**config.mk**
```make
export PLATFORM = sky130hd
export DESIGN_NAME = bgm_guard
export DESIGN_NICKNAME = d
export VERILOG_FILES = /design/src/verilog/bgm_pkg.sv /design/src/verilog/bgm_sync.sv /design/src/verilog/bgm_guard.sv
export VERILOG_INCLUDE_DIRS = /design/src /design/src/verilog
export SDC_FILE = /design/constraint.sdc
export NUM_CORES = 1
export LEC_CHECK = 0
export BUFFER_PORTS_ARGS = -buffer_cell sky130_fd_sc_hd__buf_2
export CORE_AREA = 2 2 83 85
export CTS_BUF_LIST = sky130_fd_sc_hd__clkbuf_8
export DETAILED_ROUTE_END_ITERATION = 10
export DIE_AREA = 0 0 85 87
export MAX_ROUTING_LAYER = met4
export PLACE_DENSITY = 0.86
export SKIP_LAST_GASP = 1
export SLEW_MARGIN = 20
export SYNTH_ARGS = -nofsm -noshare
export SYNTH_HDL_FRONTEND = slang
export SYNTH_SLANG_ARGS = --single-unit
```
**constraint.sdc**
```tcl
create_clock -name clk_in -period 3 [get_ports clk_in]
set_input_delay 0.3 -clock clk_in [delete_from_list [all_inputs] [get_ports clk_in]]
set_output_delay 0.3 -clock clk_in [all_outputs]
set_load 0.1 [all_outputs]
```
**src/verilog/bgm_consts.svh**
```systemverilog
// Constants for the beam guard muting control: offsets, fields, reset values
// How it works
// Five receiver elements, fed by three alternating beams, are each an interruption input with its own mute bit.
// Any interrupted element that is not muted opens the safety outputs and stops the closing stroke.
// A closing stroke may start only while all five elements see their beam, or both bending-line elements when box bending is armed.
// On pedal press the adjustment element must see its pulse before release, and is then muted for the stroke.
// The folding-stage indication mutes every element.
// Releasing the box-bending button arms box bending, which mutes both lateral elements and the adjustment element.
// The yellow lamp is lit for as long as box bending is armed.
// With box bending armed, both bending-line elements stay monitored until the folding stage mutes everything.
// Box bending is cancelled when the bend it was armed for has finished.
// With box bending armed, the adjustment element is not checked at stroke start.
// In box bending the machine control drops to a safe slow speed once the guard sits on its stops.
// An internal fault puts the block into the safe state with its outputs open.
// After power-up the outputs stay blocked until the start input has been closed and opened again.
// Once a beam interruption clears, the outputs are not released again by themselves.
// Before every release the load feedback must show the relays or valves dropped out, or release is refused.
// Pedal, button and folding-stage inputs are synchronised levels; the button release is a falling edge.
// Every stroke end clears all muting so the next stroke starts with all five elements monitored.
`ifndef BGM_CONSTS_SVH
`define BGM_CONSTS_SVH

// ==========================================================================
// Register offsets (byte addresses)
`define BGM_REG_CTRL       4'h0
`define BGM_REG_STATUS     4'h4
`define BGM_REG_ELEM       4'h8
`define BGM_REG_TRIPS      4'hC

// ==========================================================================
// Field positions
`define BGM_CTRL_BOX_REQ   0
`define BGM_CTRL_FAULT_SET 1
`define BGM_STAT_SAFE      0
`define BGM_STAT_BOX       1
`define BGM_STAT_FAULT     2
`define BGM_STAT_FEEDBACK  3
`define BGM_STAT_STATE_LSB 8
`define BGM_ELEM_MUTE_LSB  8

// ==========================================================================
// Element masks and reset values
`define BGM_MASK_NONE      5'h00
`define BGM_MASK_ADJUST    5'h10
`define BGM_MASK_BOX       5'h1C
`define BGM_MASK_ALL       5'h1F
`define BGM_RST_WORD       32'h0000_0000
`define BGM_RST_TRIPS      16'h0000

`endif

```
**src/verilog/bgm_pkg.sv**
```systemverilog
// Types shared by the beam guard muting control
package bgm_pkg;

  // ==========================================================================
  // Element vector: bit 0 bending_line_element_a, 1 bending_line_element_b,
  // 2 lateral_element_a, 3 lateral_element_b, 4 adjustment_check_element
  localparam int BGM_ELEMS = 5;
  typedef logic [BGM_ELEMS-1:0] bgm_elem_t;

  // ==========================================================================
  // Guard states, one-hot
  typedef enum logic [6:0] {
    BGM_ST_LOCK   = 7'h01,
    BGM_ST_ARM    = 7'h02,
    BGM_ST_IDLE   = 7'h04,
    BGM_ST_STROKE = 7'h08,
    BGM_ST_FOLD   = 7'h10,
    BGM_ST_TRIP   = 7'h20,
    BGM_ST_FAULT  = 7'h40
  } bgm_state_t;

endpackage

```
**src/verilog/bgm_sync.sv**
```systemverilog
// Two-stage synchroniser for asynchronous pin inputs
`timescale 1ns/1ps

module bgm_sync #(
  parameter int        WIDTH    = 1,
  parameter bit        RST_VAL  = 1'b0
) (
  input  wire logic             clk_in,
  input  wire logic             rst_n_in,
  input  wire logic             ce_in,
  input  wire logic [WIDTH-1:0] async_in,
  output logic      [WIDTH-1:0] sync_out
);

  // ==========================================================================
  // One pair of flops per bit; first stage is read by the second only
  genvar gi;
  generate
    for (gi = 0; gi < WIDTH; gi = gi + 1)
    begin : g_bit
      logic meta_r;
      logic hold_r;
      always_ff @(posedge clk_in)
      begin
        if (!rst_n_in)
        begin
          meta_r <= RST_VAL;
          hold_r <= RST_VAL;
        end
        else if (ce_in)
        begin
          meta_r <= async_in[gi];
          hold_r <= meta_r;
        end
      end
      assign sync_out[gi] = hold_r;
    end
  endgenerate

endmodule // bgm_sync

```
**src/verilog/bgm_guard.sv**
```systemverilog
// Beam guard muting control: stroke sequencing, muting and register slave
`timescale 1ns/1ps
`include "bgm_consts.svh"

module bgm_guard #(
  parameter int ADR_W = 4
) (
  input  wire logic              clk_in,
  input  wire logic              rst_n_in,
  input  wire logic              ce_in,
  input  wire bgm_pkg::bgm_elem_t elem_clear_in,
  input  wire logic              pedal_in,
  input  wire logic              box_button_in,
  input  wire logic              fold_stage_in,
  input  wire logic              start_in,
  input  wire logic              load_dropped_in,
  input  wire logic              fault_in,
  output logic                   safety_release_out,
  output logic                   box_lamp_out,
  input  wire logic              wb_cyc_in,
  input  wire logic              wb_stb_in,
  input  wire logic              wb_we_in,
  input  wire logic [ADR_W-1:0]  wb_adr_in,
  input  wire logic [3:0]        wb_sel_in,
  input  wire logic [31:0]       wb_dat_in,
  output logic      [31:0]       wb_dat_out,
  output logic                   wb_ack_out
);
  import bgm_pkg::*;

  // ==========================================================================
  // Pin synchronisers
  bgm_elem_t elem_s;
  logic      pedal_s;
  logic      button_s;
  logic      fold_s;
  logic      start_s;
  logic      dropped_s;
  logic      fault_s;

  // Reset value 0 reads every beam as cut, so nothing releases early
  bgm_sync #(
    .WIDTH   (BGM_ELEMS + 6),
    .RST_VAL (1'b0)
  ) u_sync (
    .clk_in   (clk_in),
    .rst_n_in (rst_n_in),
    .ce_in    (ce_in),
    .async_in ({fault_in, load_dropped_in, start_in, fold_stage_in,
                box_button_in, pedal_in, elem_clear_in}),
    .sync_out ({fault_s, dropped_s, start_s, fold_s,
                button_s, pedal_s, elem_s})
  );

  // ==========================================================================
  // Decoding
  // Interrupted element that is not muted
  function automatic logic live_cut(input bgm_elem_t clear, input bgm_elem_t mute);
    live_cut = |(~clear & ~mute);
  endfunction

  // Mask each state may hold; any other value means a flipped bit
  function automatic logic mute_ok(input bgm_state_t st, input bgm_elem_t m);
    case (st)
      BGM_ST_STROKE:
        mute_ok = (m == `BGM_MASK_ADJUST) || (m == `BGM_MASK_BOX);
      BGM_ST_FOLD:
        mute_ok = (m == `BGM_MASK_ALL);
      default:
        mute_ok = (m == `BGM_MASK_NONE);
    endcase
  endfunction

  // ==========================================================================
  // Guard state
  bgm_state_t state_r;
  bgm_state_t state_nxt;
  bgm_elem_t  mute_r;
  bgm_elem_t  mute_nxt;
  logic       box_r;
  logic       box_nxt;
  logic       safe_r;
  logic       safe_nxt;
  logic       button_prev_r;
  logic       pedal_prev_r;
  logic [15:0] trips_r;
  logic [15:0] trips_nxt;
  logic       fault_set_r;
  logic       box_sw_req;
  logic       box_req;
  logic       pedal_rise;
  logic       start_ok;

  always_comb
  begin
    state_nxt  = state_r;
    mute_nxt   = mute_r;
    box_nxt    = box_r;
    trips_nxt  = trips_r;
    box_req    = (button_prev_r & ~button_s) | box_sw_req;
    pedal_rise = pedal_s & ~pedal_prev_r;
    // Box bending only checks the bending line; adjustment check skipped
    start_ok   = box_r ? !live_cut(elem_s, `BGM_MASK_BOX)
                       : !live_cut(elem_s, `BGM_MASK_NONE);
    unique case (state_r)
      BGM_ST_LOCK:
      begin
        mute_nxt = `BGM_MASK_NONE;
        if (start_s)
          state_nxt = BGM_ST_ARM;
      end
      BGM_ST_ARM:
      begin
        mute_nxt = `BGM_MASK_NONE;
        if (!start_s)
          state_nxt = BGM_ST_IDLE;
      end
      BGM_ST_IDLE:
      begin
        mute_nxt = `BGM_MASK_NONE;
        if (box_req)
          box_nxt = 1'b1;
        // Edge, not level: a held pedal never restarts after a cut
        if (pedal_rise && start_ok && dropped_s)
        begin
          state_nxt = BGM_ST_STROKE;
          mute_nxt  = box_r ? `BGM_MASK_BOX : `BGM_MASK_ADJUST;
        end
      end
      BGM_ST_STROKE:
      begin
        if (fold_s)
        begin
          state_nxt = BGM_ST_FOLD;
          mute_nxt  = `BGM_MASK_ALL;
        end
        else if (live_cut(elem_s, mute_r))
        begin
          state_nxt = BGM_ST_TRIP;
          mute_nxt  = `BGM_MASK_NONE;
          // Saturate: a wrapped count would read as a quiet machine
          if (trips_r != 16'hFFFF)
            trips_nxt = trips_r + 16'h0001;
        end
        else if (!pedal_s)
        begin
          state_nxt = BGM_ST_IDLE;
          mute_nxt  = `BGM_MASK_NONE;
        end
      end
      BGM_ST_FOLD:
      begin
        // Pedal release ends the bend; box request is spent
        if (!pedal_s)
        begin
          state_nxt = BGM_ST_IDLE;
          mute_nxt  = `BGM_MASK_NONE;
          box_nxt   = 1'b0;
        end
      end
      BGM_ST_TRIP:
      begin
        mute_nxt = `BGM_MASK_NONE;
        // Only a start close/open cycle rearms; beam clearing alone does not
        if (start_s)
          state_nxt = BGM_ST_ARM;
      end
      BGM_ST_FAULT:
      begin
        mute_nxt = `BGM_MASK_NONE;
        box_nxt  = 1'b0;
      end
      default:
      begin
        state_nxt = BGM_ST_FAULT;
        mute_nxt  = `BGM_MASK_NONE;
      end
    endcase
    if (fault_s || fault_set_r || !mute_ok(state_r, mute_r))
    begin
      state_nxt = BGM_ST_FAULT;
      mute_nxt  = `BGM_MASK_NONE;
      box_nxt   = 1'b0;
    end
    safe_nxt = (state_nxt == BGM_ST_STROKE) || (state_nxt == BGM_ST_FOLD);
  end

  always_ff @(posedge clk_in)
  begin
    if (!rst_n_in)
    begin
      state_r       <= BGM_ST_LOCK;
      mute_r        <= `BGM_MASK_NONE;
      box_r         <= 1'b0;
      safe_r        <= 1'b0;
      button_prev_r <= 1'b0;
      pedal_prev_r  <= 1'b1;
      trips_r       <= `BGM_RST_TRIPS;
    end
    else if (ce_in)
    begin
      state_r       <= state_nxt;
      mute_r        <= mute_nxt;
      box_r         <= box_nxt;
      safe_r        <= safe_nxt;
      button_prev_r <= button_s;
      pedal_prev_r  <= pedal_s;
      trips_r       <= trips_nxt;
    end
  end

  assign safety_release_out = safe_r;
  assign box_lamp_out       = box_r;

  // ==========================================================================
  // Wishbone slave: one wait state, unmapped reads return zero
  logic        ack_r;
  logic        ack_nxt;
  logic [31:0] dat_r;
  logic [31:0] dat_nxt;
  logic        fault_set_nxt;
  logic        wr_ctrl;

  always_comb
  begin
    ack_nxt       = wb_cyc_in & wb_stb_in & ~ack_r;
    dat_nxt       = dat_r;
    fault_set_nxt = fault_set_r;
    wr_ctrl       = ack_nxt & wb_we_in & wb_sel_in[0] &
                    (wb_adr_in == ADR_W'(`BGM_REG_CTRL));
    box_sw_req    = wr_ctrl & wb_dat_in[`BGM_CTRL_BOX_REQ];
    // Sticky until reset: a forced fault cannot be cleared by software
    if (wr_ctrl && wb_dat_in[`BGM_CTRL_FAULT_SET])
      fault_set_nxt = 1'b1;
    if (ack_nxt && !wb_we_in)
    begin
      dat_nxt = `BGM_RST_WORD;
      unique case (wb_adr_in)
        ADR_W'(`BGM_REG_CTRL):
          dat_nxt[`BGM_CTRL_FAULT_SET] = fault_set_r;
        ADR_W'(`BGM_REG_STATUS):
        begin
          dat_nxt[`BGM_STAT_SAFE]     = safe_r;
          dat_nxt[`BGM_STAT_BOX]      = box_r;
          dat_nxt[`BGM_STAT_FAULT]    = (state_r == BGM_ST_FAULT);
          dat_nxt[`BGM_STAT_FEEDBACK] = dropped_s;
          dat_nxt[`BGM_STAT_STATE_LSB +: 7] = state_r;
        end
        ADR_W'(`BGM_REG_ELEM):
        begin
          dat_nxt[BGM_ELEMS-1:0]                      = elem_s;
          dat_nxt[`BGM_ELEM_MUTE_LSB +: BGM_ELEMS]    = mute_r;
        end
        ADR_W'(`BGM_REG_TRIPS):
          dat_nxt[15:0] = trips_r;
        default:
          dat_nxt = `BGM_RST_WORD;
      endcase
    end
  end

  always_ff @(posedge clk_in)
  begin
    if (!rst_n_in)
    begin
      ack_r       <= 1'b0;
      dat_r       <= `BGM_RST_WORD;
      fault_set_r <= 1'b0;
    end
    else if (ce_in)
    begin
      ack_r       <= ack_nxt;
      dat_r       <= dat_nxt;
      fault_set_r <= fault_set_nxt;
    end
  end

  assign wb_ack_out = ack_r;
  assign wb_dat_out = dat_r;

endmodule // bgm_guard

```
== Word level (Yosys, flattened, before mapping) ==
Index checks and enable logic that the tools add are counted.
Storage, ports and cells
  flip-flop bits (word level): 72
  input port bits: 57
  word-level logic and storage cells: 119
Cells by class
  add/sub/neg operators: 1
  equality and inequality tests: 18
  muxes and demuxes: 29
  bitwise gates (word level): 16
  reduce and logical (&&, ||, !) cells: 23
Operators with widths (count)
  2-to-1 mux 7 bit: 7
  case mux 7 bit (6 select lines): 1
  case mux 5 bit (3 select lines): 2
  2-to-1 mux 5 bit: 5
  adder 16 x 1 -> 16 bit (second input constant): 1
  != test 16 bit (second input constant): 1
  == test 5 bit (second input constant): 3
  == test 7 x 4 -> 1 bit (second input constant): 2
  == test 7 x 5 -> 1 bit (second input constant): 2
  NOT 5 bit: 2
  OR reduction 5 bit: 2
  AND 1 bit: 8
  == test 4 bit (second input constant): 2
  == test 7 x 1 -> 1 bit (second input constant): 1
  == test 7 x 2 -> 1 bit (second input constant): 1
  == test 7 x 3 -> 1 bit (second input constant): 1
  == test 7 x 6 -> 1 bit (second input constant): 1
  == test 7 bit (second input constant): 1
  != test 3 bit (second input constant): 2
  case mux 1 bit (3 select lines): 2
  case mux 2 bit (3 select lines): 1
  AND 5 bit: 1
  zero test 5 bit: 1
  2-to-1 mux 1 bit: 5
  17 further kinds: 32

== Depth between registers and ports, before layout ==
Gate-level depths: netlist of the first run.
  depth in word-level cells: 11
  depth in mapped cells: 9

== Cells and area by module ==
From an unflattened synthesis of the first run, not the netlist that was laid out.
Unflattened totals
  cell total of the unflattened synthesis: 470
  area total of the unflattened synthesis: 4098.9 µm²
Modules (own cells, without submodules)
  bgm_guard: times used 1, cells each 388, area each 3159.3 µm², seq. area each 1001.0 µm²
  bgm_sync: times used 1, cells each 82, area each 939.7 µm², seq. area each 440.4 µm²

== Least setup slack after synthesis of the first run ==
Ideal clock, no wire load.
  path type: register to register
  start point: register ack_r, in the netlist wb_ack_out
  end point: register dat_r[1], in the netlist wb_dat_out[1]
  setup time: 0.070 ns
  arrival time: 2.178 ns
  data required time: 2.930 ns
  path slack: 0.752 ns
  cell stages (with the launch flop): 8
  clock period less this slack: 2.248 ns
  cell sequence: dfxtp_1 > and3b_1 > nand2_1 > or2_2 > clkbuf_1 > clkbuf_1 > nand2_1 > a21oi_1
Between the ends
  cells in the longest elaborated chain, start to end: 4
Ends and longest elaborated chain
  from (decl): RTL line bgm_guard.sv:217  | logic ack_r;
  from (signal assigned): RTL line bgm_guard.sv:272  | ack_r <= ack_nxt;
  NOT 1 bit: RTL line bgm_guard.sv:226  | ack_nxt = wb_cyc_in & wb_stb_in & ~ack_r;
  AND 1 bit: RTL line bgm_guard.sv:226
  logical AND 1 bit: RTL line bgm_guard.sv:235  | if (ack_nxt && !wb_we_in)
  AND reduction 2 bit (no source line)
  to (signal assigned): RTL line bgm_guard.sv:267  | dat_r <= `BGM_RST_WORD;
  to (signal assigned): RTL line bgm_guard.sv:273  | dat_r <= dat_nxt;
  to (decl): RTL line bgm_guard.sv:219  | logic [31:0] dat_r;
Every way passes these cells.
A chain may end at the register's enable or synchronous reset.

== Worst setup path after layout of the first run ==
  start point: register state_r[4]
  end point: register mute_r[1]
Between the ends
  cells in the longest elaborated chain, start to end: 5
  elaborated cells on any way between the ends: 8
  classes of those cells: 3 x eq/ne; 3 x mux; 2 x reduce/logical
Ends and longest elaborated chain
  from (decl): RTL line bgm_guard.sv:76  | bgm_state_t state_r;
  from (signal assigned): RTL line bgm_guard.sv:202  | state_r <= state_nxt;
  == test 7 x 5 -> 1 bit / == test 7 x 4 -> 1 bit (equally long branches): RTL line bgm_guard.sv:64, bgm_guard.sv:105
  case mux 1 bit (2 select lines): RTL line bgm_guard.sv:64  | case (st)
  zero test 1 bit: RTL line bgm_guard.sv:179  | if (fault_s || fault_set_r || !mute_ok(state_r, mute_r))
  logical OR 1 bit: RTL line bgm_guard.sv:179
  2-to-1 mux 5 bit (*): RTL line bgm_guard.sv:179
  to (signal assigned): RTL line bgm_guard.sv:193  | mute_r <= `BGM_MASK_NONE;
  to (signal assigned): RTL line bgm_guard.sv:203  | mute_r <= mute_nxt;
  to (decl): RTL line bgm_guard.sv:78  | bgm_elem_t mute_r;
Every way passes the cells marked *; elsewhere a longest branch is shown, timed or not.

==> results.toml, run 1 <==
[drt]
drc = 0
ant_nets = 0
wl_per_cell_um = 15.6
drtPass1Iterations = 5
viasPerCell = 5.87
drt_iter0_drc = 251
wl_mm = 8.49
vias = 3198

[pwr]
clkPwrFrac = 0.407
peakVddDrop_mv = 0.385
switchingPower_uw = 590
sequentialPowerShare = 0.472
report.power.total_uw = 2110
internal-power_uw = 1520
p_comb_frac = 0.121
swShare = 0.280
p_per_area_nw_per_um2 = 513
power.leakage_uw = 0.00170

[floorplan]
core-area_sq_um = 6570
io_pins = 92
rows = 30
die_height_um = 87
die_area_sq_um = 7400
start_util = 0.573
die_w_um = 85

[worst_setup_path]
cp_max_fo = 13
start_kind = "flip-flop"
worstPathArrival_ns = 2.57
crit_path_end_kind = "flip-flop"
crit_required_ns = 3.29
worstSetupPathType = "flip-flop to flip-flop"

[clock_tree]
cts_hold_buf = 0
clock_latency_ns = 0.35
cts-htree-levels = 3
cts_resized = 0
cts.sinks = 72
root_buffer = "clkbuf_8"
cts_max_path_buffers = 2
cts.reportedPaths.clkPinSlew_ns = 0.08
cts_tree = "yes"
cts_buffers = 9
postCtsSetupBuffers = 0

[global_route]
antenna_found_initial = 0
grt_max_degree = 35
grt_first_pass_wirelength_mm = 14.0
grt_pass1_vias = 2951
overflow = 0
grt_use_total = 0.245

[synth]
ys.flop_type = "dfxtp_1"
ys_ff_latch = 72
yosys_warnings = 0
synthTopCellsByArea = "dfxtp_1 38%, mux2i_1 7.2%, nor2_1 6.6%"
syn_inst = 429
synth_top_cell_by_area = "dfxtp_1"
synthArstFlopShare = 0
synth.avg_cell_area_sq_um = 8.77
netlist_area_sq_um = 3760
synth_edf_count = 0
yosysTopAreaCellShare = 0.383
netlist-cell-type-count = 59
yosysSeqAreaShare = 0.383

[sta]
relSlewSlack = 0.609
period_share = 0.761
holdWs_ns = 0.186
fin_setup_tns_ns = 0
worst_pin_slew_ns = 0.585
rsz0062_at_grt = "no"
slew_violations = 0
hold_viol = 0
setup_viol = 0
period_minus_slack_ns = 2.28
finalClockSkew_ns = 0.0156
max_freq_ghz = 0.438

[finish]
fin_cells = 545
insertedDiodeCount = 0
fillerInstances = 572
final_util = 0.625
nets = 518
drive_gt1_frac = 0.198
layout.cells.most_common_list = "72 x dfxtp_1, 66 x nor2_1, 42 x buf_2, 30 x nand2_1, 27 x mux2i_1"
final_common_cell = "dfxtp_1"
area_delta_synth_final_pct = 9.05

[worst_hold_path]
hold_class = "input pin to flip-flop"

[status]
status = "finished, final reports clean"

[placed_design]
portBuffers = 42
dp_cells = 529
dp_hpwl_mm = 5.93
gp_congestion = 1.01

[job]
maxCapViolCount = 0
-- routing by layer --
layer  global-route usage  routed length [um]  share of wire  vias up
li1                     -                   -              -     1553
met1                0.316                3840           0.45     1481
met2                0.372                3840           0.45      143
met3               0.0531                 609          0.072       21
met4                0.107                 196          0.023        0
met5                    -                   0              0        -
-- stage by stage --
stage	area, sq um	setup slack [ns]
3_5_place_dp	3880	0.797
4_1_cts	4100	0.771
6_report	4100	0.718
5_1_grt	4100	0.503
2_1_floorplan	3820	0.752
3_3_place_gp	3880	0.819
-- flip-flops by register name (all words and copies together) (netlist names) --
name	cells
trips_r	16
wb_dat_out	16
u_sync.g_bit.hold_r	11
u_sync.g_bit.meta_r	11
state_r	7
mute_r	5
box_lamp_out	1
button_prev_r	1
fault_set_r	1
pedal_prev_r	1
safety_release_out	1
wb_ack_out	1
-- synthesized netlist by cell type, drive strengths merged, types with 2 or more instances --
library cell	n
or2	3
o21ai	14
xor2	18
mux2i	27
mux2	8
and2	2
o211ai	2
a211oi	2
a22oi	8
and3b	2
nand2b	5
a21oi	21
nor2	66
o31ai	2
nor4	2
and3	12
nor3b	3
nor4b	4
o22ai	3
nor3	7
nand4	17
clkbuf	17
nand2	30
a2bb2oi	8
a31oi	3
o2bb2ai	2
nor2b	5
dfxtp	72
buf	26
nand3	11
o21a	3
inv	6
-- critical path, stage by stage (launching register included) --
cell	delay, ns
dfxtp_1	0.65
nor3b_1	0.33
nand2_1	0.18
a2111oi_4	0.41
and3_1	0.32
and3b_1	0.22
o21a_1	0.13
-- cells by family after synthesis --
logic type      share of synthesized area
compound gates                      0.139
xor+xnor                           0.0442
fa+ha+maj                         0.00333
buf+inv                            0.0868
flops                               0.383
mux                                 0.102
other cells                      0.000997
simple gates                        0.241
-- worst paths after layout --
check	from	end	slack, ns	depth (start not counted)
worst max register to register	state_r[4]$_SDFFE_PN0P_	mute_r[1]$_SDFFE_PN0P_	0.72	6
worst min register to register	wb_dat_out[7]$_SDFFE_PN0P_	wb_dat_out[7]$_SDFFE_PN0P_	0.45	2
worst max-delay path	state_r[4]$_SDFFE_PN0P_	mute_r[1]$_SDFFE_PN0P_	0.72	6
worst min-delay path	wb_dat_in[1]	fault_set_r$_SDFFE_PN0P_	0.19	3
-- area by class of cell --
type	instances	area (sq um)	area share
clock buffers	9	124	0.0302
clock inverters	7	101	0.0247
inverters	6	22.5	0.00549
multi-input cells	322	2050	0.500
flip-flops and latches	72	1440	0.351
well taps	80	100	0.0244
repair buffers	49	263	0.0640
-- power groups by stage --
stage / logic [uW] / registers [uW] / clock network [uW]
2_1_floorplan: 234 / 1010 / 0
3_3_place_gp: 247 / 1010 / 0
3_5_place_dp: 251 / 1020 / 0
4_1_cts: 253 / 993 / 867
5_1_grt: 272 / 997 / 907
6_report: 254 / 994 / 858
Power figures use the tool's default switching activity.
==> run 2, diff against run 1 <==
--- a/config.mk
+++ b/config.mk
@@ -7,12 +7,12 @@
 export NUM_CORES = 1
 export LEC_CHECK = 0
 export BUFFER_PORTS_ARGS = -buffer_cell sky130_fd_sc_hd__buf_2
-export CORE_AREA = 2 2 83 85
+export CORE_AREA = 2 2 86 88
 export CTS_BUF_LIST = sky130_fd_sc_hd__clkbuf_8
 export DETAILED_ROUTE_END_ITERATION = 10
-export DIE_AREA = 0 0 85 87
+export DIE_AREA = 0 0 88 90
 export MAX_ROUTING_LAYER = met4
-export PLACE_DENSITY = 0.86
+export PLACE_DENSITY = 0.81
 export SKIP_LAST_GASP = 1
 export SLEW_MARGIN = 20
 export SYNTH_ARGS = -nofsm -noshare
==> constraint.sdc (replaced) <==
create_clock -name clk_in -period 2.1 [get_ports clk_in]
set_input_delay 0.21 -clock clk_in [delete_from_list [all_inputs] [get_ports clk_in]]
set_output_delay 0.21 -clock clk_in [all_outputs]
set_load 0.1 [all_outputs]
==> results.toml, run 2 (same netlist as run 1, synthesis figures left out) <==
[status]
status = "finished, final reports clean"

[worst_hold_path]
hold_class = "input pin to flip-flop"
hold_end = "fault_set_r$_SDFFE_PN0P_"
hold_path_depth = 3
min_from = "wb_dat_in[1]"

[sta]
period_share = 0.950
finalClockSkew_ns = 0.00677
worst_pin_slew_ns = 0.638
holdWs_ns = 0.0829
relSlewSlack = 0.574
period_minus_slack_ns = 1.99
setup_viol = 0
rsz0062_at_grt = "no"
fin_setup_tns_ns = 0
slew_violations = 0
hold_viol = 0
max_freq_ghz = 0.501

[worst_setup_path]
r2r-end = "mute_r[1]$_SDFFE_PN0P_"
worstSetupPathType = "flip-flop to flip-flop"
rr_worst_depth = 7
crit_path_end_kind = "flip-flop"
path_cells = "nor4_4, buf_4, a311oi_1, a41o_2, and3_1, and3b_1, o21a_1"
rrSetupSlack_ns = 0.11
max_stage_delay_ns = 0.34
crit_family = "simple AND/OR/NAND/NOR gates"
slowest_stage = "dfxtp_1"
reg2reg_from = "state_r[6]$_SDFFE_PN0P_"
crit_required_ns = 2.35
path_buf_inv = 1
start_kind = "flip-flop"
worstPathArrival_ns = 2.25
cp_max_fo = 10

[pwr]
power.leakage_uw = 0.00177
p_per_area_nw_per_um2 = 683
peakVddDrop_mv = 0.553

[clock_tree]
cts_buffers = 9
root_buffer = "clkbuf_8"
cts_tree = "yes"
cts_max_path_buffers = 2
clock_latency_ns = 0.36
cts.sinks = 72
cts.reportedPaths.clkPinSlew_ns = 0.08
postCtsSetupBuffers = 0
cts-htree-levels = 3

[finish]
nets = 533
area_delta_synth_final_pct = 12.0
insertedDiodeCount = 0
fillerInstances = 601
layout.cells.most_common_list = "71 x dfxtp_1, 66 x nor2_1, 42 x buf_2, 30 x nand2_1, 27 x mux2i_1"
final_common_cell = "dfxtp_1"
drive_gt1_frac = 0.227

[drt]
drtPass1Iterations = 5
wl_mm = 8.82
wl_per_cell_um = 15.2
viasPerCell = 5.61
ant_nets = 0
drt_iter0_drc = 192
vias = 3250
drc = 0

[floorplan]
start_util = 0.536
die_height_um = 90
core-area_sq_um = 7020
rows = 31
io_pins = 92
die_w_um = 88
die_area_sq_um = 7920

[job]
maxCapViolCount = 0

[placed_design]
gp_congestion = 0.954
dp_hpwl_mm = 6.49
portBuffers = 42

[global_route]
antenna_found_initial = 0
grt_pass1_vias = 2916
grt_first_pass_wirelength_mm = 14.5
overflow = 0
grt_use_total = 0.240
grt_max_degree = 37
==> run 2: worst max-delay path by stage <==
stage	end	slack [ns]	start	cells past startpoint
6_report	mute_r[1]$_SDFFE_PN0P_	0.11	state_r[6]$_SDFFE_PN0P_	7
4_1_cts	mute_r[1]$_SDFFE_PN0P_	0.12	state_r[6]$_SDFFE_PN0P_	7
3_3_place_gp	mute_r[1]$_SDFFE_PN0P_	0.13	state_r[6]$_SDFFE_PN0P_	7
3_5_place_dp	mute_r[1]$_SDFFE_PN0P_	0.14	state_r[6]$_SDFFE_PN0P_	7
2_1_floorplan	state_r[0]$_SDFFE_PN1P_	0.03	box_lamp_out$_SDFFE_PN0P_	6
5_1_grt	mute_r[1]$_SDFFE_PN0P_	0.03	state_r[2]$_SDFFE_PN0P_	6
==> run 2: through the flow <==
step                setup WS (ns)  instances   util  instance area, sq um  total power, uW
detailed placement          0.140        563  0.572                  4020             1820
global route               0.0345        579  0.600                  4210             3000
floorplan                  0.0306        444      -                  3820             1780
CTS                         0.123        579  0.599                  4210             2900
global placement            0.133        563  0.572                  4020             1810
finish                      0.106        579  0.600                  4210             2880
==> run 2: worst reg2reg max path: stages (launching register included) <==
cell and delay, ns:
dfxtp_1 0.34, nor4_4 0.31, buf_4 0.24, a311oi_1 0.11
a41o_2 0.26, and3_1 0.23, and3b_1 0.21, o21a_1 0.19
==> run 2: per-layer routing <==
| layer | up-vias | routed length, um | part of all wire | track usage |
|---|---|---|---|---|
| li1 | 1585 | - | - | - |
| met1 | 1501 | 4020 | 0.46 | 0.336 |
| met2 | 146 | 4000 | 0.45 | 0.332 |
| met3 | 18 | 594 | 0.067 | 0.0597 |
| met4 | 0 | 197 | 0.022 | 0.0897 |
| met5 | - | 0 | 0 | - |
==> run 2: final cells by class <==
cell class	count	area, sq um	area share
tap	99	124	0.0294
sequential	72	1440	0.342
clock inverter	7	68.8	0.0163
clock buffer	9	124	0.0294
multi-input combinational	322	2060	0.488
inverter	6	22.5	0.00534
timing repair buffer	64	375	0.0891
==> run 2: what timing repair did <==
item	in CTS	in global routing
setup endpoints to repair	0	4
resized for setup	0	1
hold buffers	0	0
==> run 2: power breakdown <==
part | switching (uW) | total [uW] | internal, uW
registers | 22.7 | 1410 | 1390
clock network | 619 | 1090 | 468
logic | 275 | 378 | 102
total | 917 | 2880 | 1960
==> run 3, diff against run 2 <==
--- a/config.mk
+++ b/config.mk
@@ -7,10 +7,10 @@
 export NUM_CORES = 1
 export LEC_CHECK = 0
 export BUFFER_PORTS_ARGS = -buffer_cell sky130_fd_sc_hd__buf_2
-export CORE_AREA = 2 2 86 88
+export CORE_AREA = 4 4 88 90
 export CTS_BUF_LIST = sky130_fd_sc_hd__clkbuf_8
 export DETAILED_ROUTE_END_ITERATION = 10
-export DIE_AREA = 0 0 88 90
+export DIE_AREA = 0 0 92 94
 export MAX_ROUTING_LAYER = met4
 export PLACE_DENSITY = 0.81
 export SKIP_LAST_GASP = 1
@@ -18,3 +18,4 @@
 export SYNTH_ARGS = -nofsm -noshare
 export SYNTH_HDL_FRONTEND = slang
 export SYNTH_SLANG_ARGS = --single-unit
+export TNS_END_PERCENT = 100
==> constraint.sdc (replaced) <==
create_clock -name clk_in -period 2.1 [get_ports clk_in]
set_input_delay 0.315 -clock clk_in [delete_from_list [all_inputs] [get_ports clk_in]]
set_output_delay 0.315 -clock clk_in [all_outputs]
set_load 0.1 [all_outputs]
==> results.toml, run 3 (same netlist as run 1, synthesis figures left out) <==
[status]
status = "finished, final reports clean"

[pwr]
peakVddDrop_mv = 0.524
p_per_area_nw_per_um2 = 680
power.leakage_uw = 0.00180

[global_route]
use_met3 = 0.0449
use_met2 = 0.335
grt_max_degree = 37
grt_pass1_vias = 3002
overflow = 0
busiest_layer = "met2"
grt_first_pass_wirelength_mm = 14.7
antenna_found_initial = 0
grt_use_total = 0.221
grtUsageMet1 = 0.289

[placed_design]
portBuffers = 42
gp_congestion = 0.904
dp_hpwl_mm = 6.76

[worst_hold_path]
hold_class = "input pin to flip-flop"
hold_path_depth = 3
min_from = "elem_clear_in[4]"
hold_end = "u_sync.g_bit[4].meta_r$_SDFFE_PN0P_"

[drt]
drtPass1Iterations = 7
viasPerCell = 5.58
ant_nets = 0
vias = 3262
drt_iter0_drc = 243
drc = 0
wl_mm = 8.99
wl_per_cell_um = 15.4

[sta]
fin_setup_tns_ns = 0
holdWs_ns = 0.195
relSlewSlack = 0.642
period_minus_slack_ns = 1.95
rsz0062_at_grt = "no"
worst_pin_slew_ns = 0.536
hold_viol = 0
setup_viol = 0
period_share = 0.930
finalClockSkew_ns = 0.0101
max_freq_ghz = 0.512
slew_violations = 0

[worst_setup_path]
rrSetupSlack_ns = 0.15
worstSetupPathType = "flip-flop to flip-flop"
reg2reg_from = "state_r[2]$_SDFFE_PN0P_"
start_kind = "flip-flop"
r2r-end = "mute_r[1]$_SDFFE_PN0P_"
cp_max_fo = 7
crit_path_end_kind = "flip-flop"
crit_required_ns = 2.40
worstPathArrival_ns = 2.25
rr_worst_depth = 6

[clock_tree]
cts.sinks = 72
cts-htree-levels = 3
root_buffer = "clkbuf_8"
clock_latency_ns = 0.35
cts.reportedPaths.clkPinSlew_ns = 0.08
cts_buffers = 9
postCtsSetupBuffers = 0
cts_max_path_buffers = 2
cts_hold_buf = 0
cts_tree = "yes"

[finish]
nets = 539
final_common_cell = "dfxtp_1"
fillerInstances = 639
layout.cells.most_common_list = "71 x dfxtp_1, 66 x nor2_1, 42 x buf_2, 30 x nand2_1"
insertedDiodeCount = 0
area_delta_synth_final_pct = 13.9
drive_gt1_frac = 0.239

[floorplan]
die_height_um = 94
io_pins = 92
start_util = 0.533
core-area_sq_um = 7060
die_area_sq_um = 8650
die_w_um = 92
rows = 31

[job]
maxCapViolCount = 0
==> run 3: cell count changes in the layout (fill, tap and decap cells not counted), sizes merged <==
cell / previous run / this run
clkinvlp: 0 / 2
bufinv: 0 / 1
inv: 12 / 8
buf: 64 / 70
clkinv: 1 / 2
==> run 3: worst max path at each step <==
stage                                          from                       to  slack (ns)  depth (start not counted)
after detailed placement    state_r[6]$_SDFFE_PN0P_   mute_r[1]$_SDFFE_PN0P_        0.08                          7
after global placement      state_r[3]$_SDFFE_PN0P_   mute_r[1]$_SDFFE_PN0P_        0.08                          7
final                       state_r[2]$_SDFFE_PN0P_   mute_r[1]$_SDFFE_PN0P_        0.15                          6
after floorplan           box_lamp_out$_SDFFE_PN0P_  state_r[0]$_SDFFE_PN1P_        0.03                          6
after CTS                   state_r[6]$_SDFFE_PN0P_   mute_r[1]$_SDFFE_PN0P_        0.07                          6
after global routing        state_r[3]$_SDFFE_PN0P_   mute_r[4]$_SDFFE_PN0P_        0.01                          7
==> run 3: power breakdown <==
| part | total (uW) | switching (uW) | internal (uW) |
|---|---|---|---|
| combinational | 392 | 281 | 111 |
| clock | 1110 | 549 | 560 |
| sequential | 1420 | 23.0 | 1390 |
| total | 2920 | 853 | 2060 |
==> run 3: layout make-up <==
class | instances | area (sq um) | share of cell area
timing repair buffer | 70 | 433 | 0.101
inverter | 6 | 22.5 | 0.00525
sequential | 72 | 1440 | 0.337
tap | 99 | 124 | 0.0289
clock buffer | 9 | 124 | 0.0289
multi-input combinational | 322 | 2060 | 0.481
clock inverter | 7 | 78.8 | 0.0184
==> run 3: repair_timing <==
action,in CTS,in global routing
setup endpoints to repair,2,5
pin swaps,0,0
resized for setup,1,2
==> run 3: worst max-delay path, cell delays in order, from the launching register on <==
cell and delay (ns):
dfxtp_1 0.41, nor3b_1 0.30, nand2_1 0.15, a2111oi_4 0.43, and3_4 0.30, and3b_1 0.20
o21a_1 0.13
==> run 3: through the flow <==
| step | utilization | area (sq um) | std cells | setup slack [ns] | total power (uW) |
|---|---|---|---|---|---|
| floorplan | - | 3820 | 444 | 0.0306 | 1780 |
| global placement | 0.577 | 4070 | 569 | 0.0834 | 1820 |
| detailed placement | 0.577 | 4070 | 569 | 0.0819 | 1830 |
| CTS | 0.607 | 4280 | 585 | 0.0713 | 2930 |
| global route | 0.607 | 4290 | 585 | 0.0142 | 3020 |
| finish | 0.607 | 4290 | 585 | 0.147 | 2920 |
==> run 3: routing by layer <==
metal	vias up	routed length, um	share of wire
met5	-	0	0
met4	0	181	0.020
met2	128	4030	0.45
met3	17	644	0.072
met1	1521	4130	0.46
li1	1596	-	-
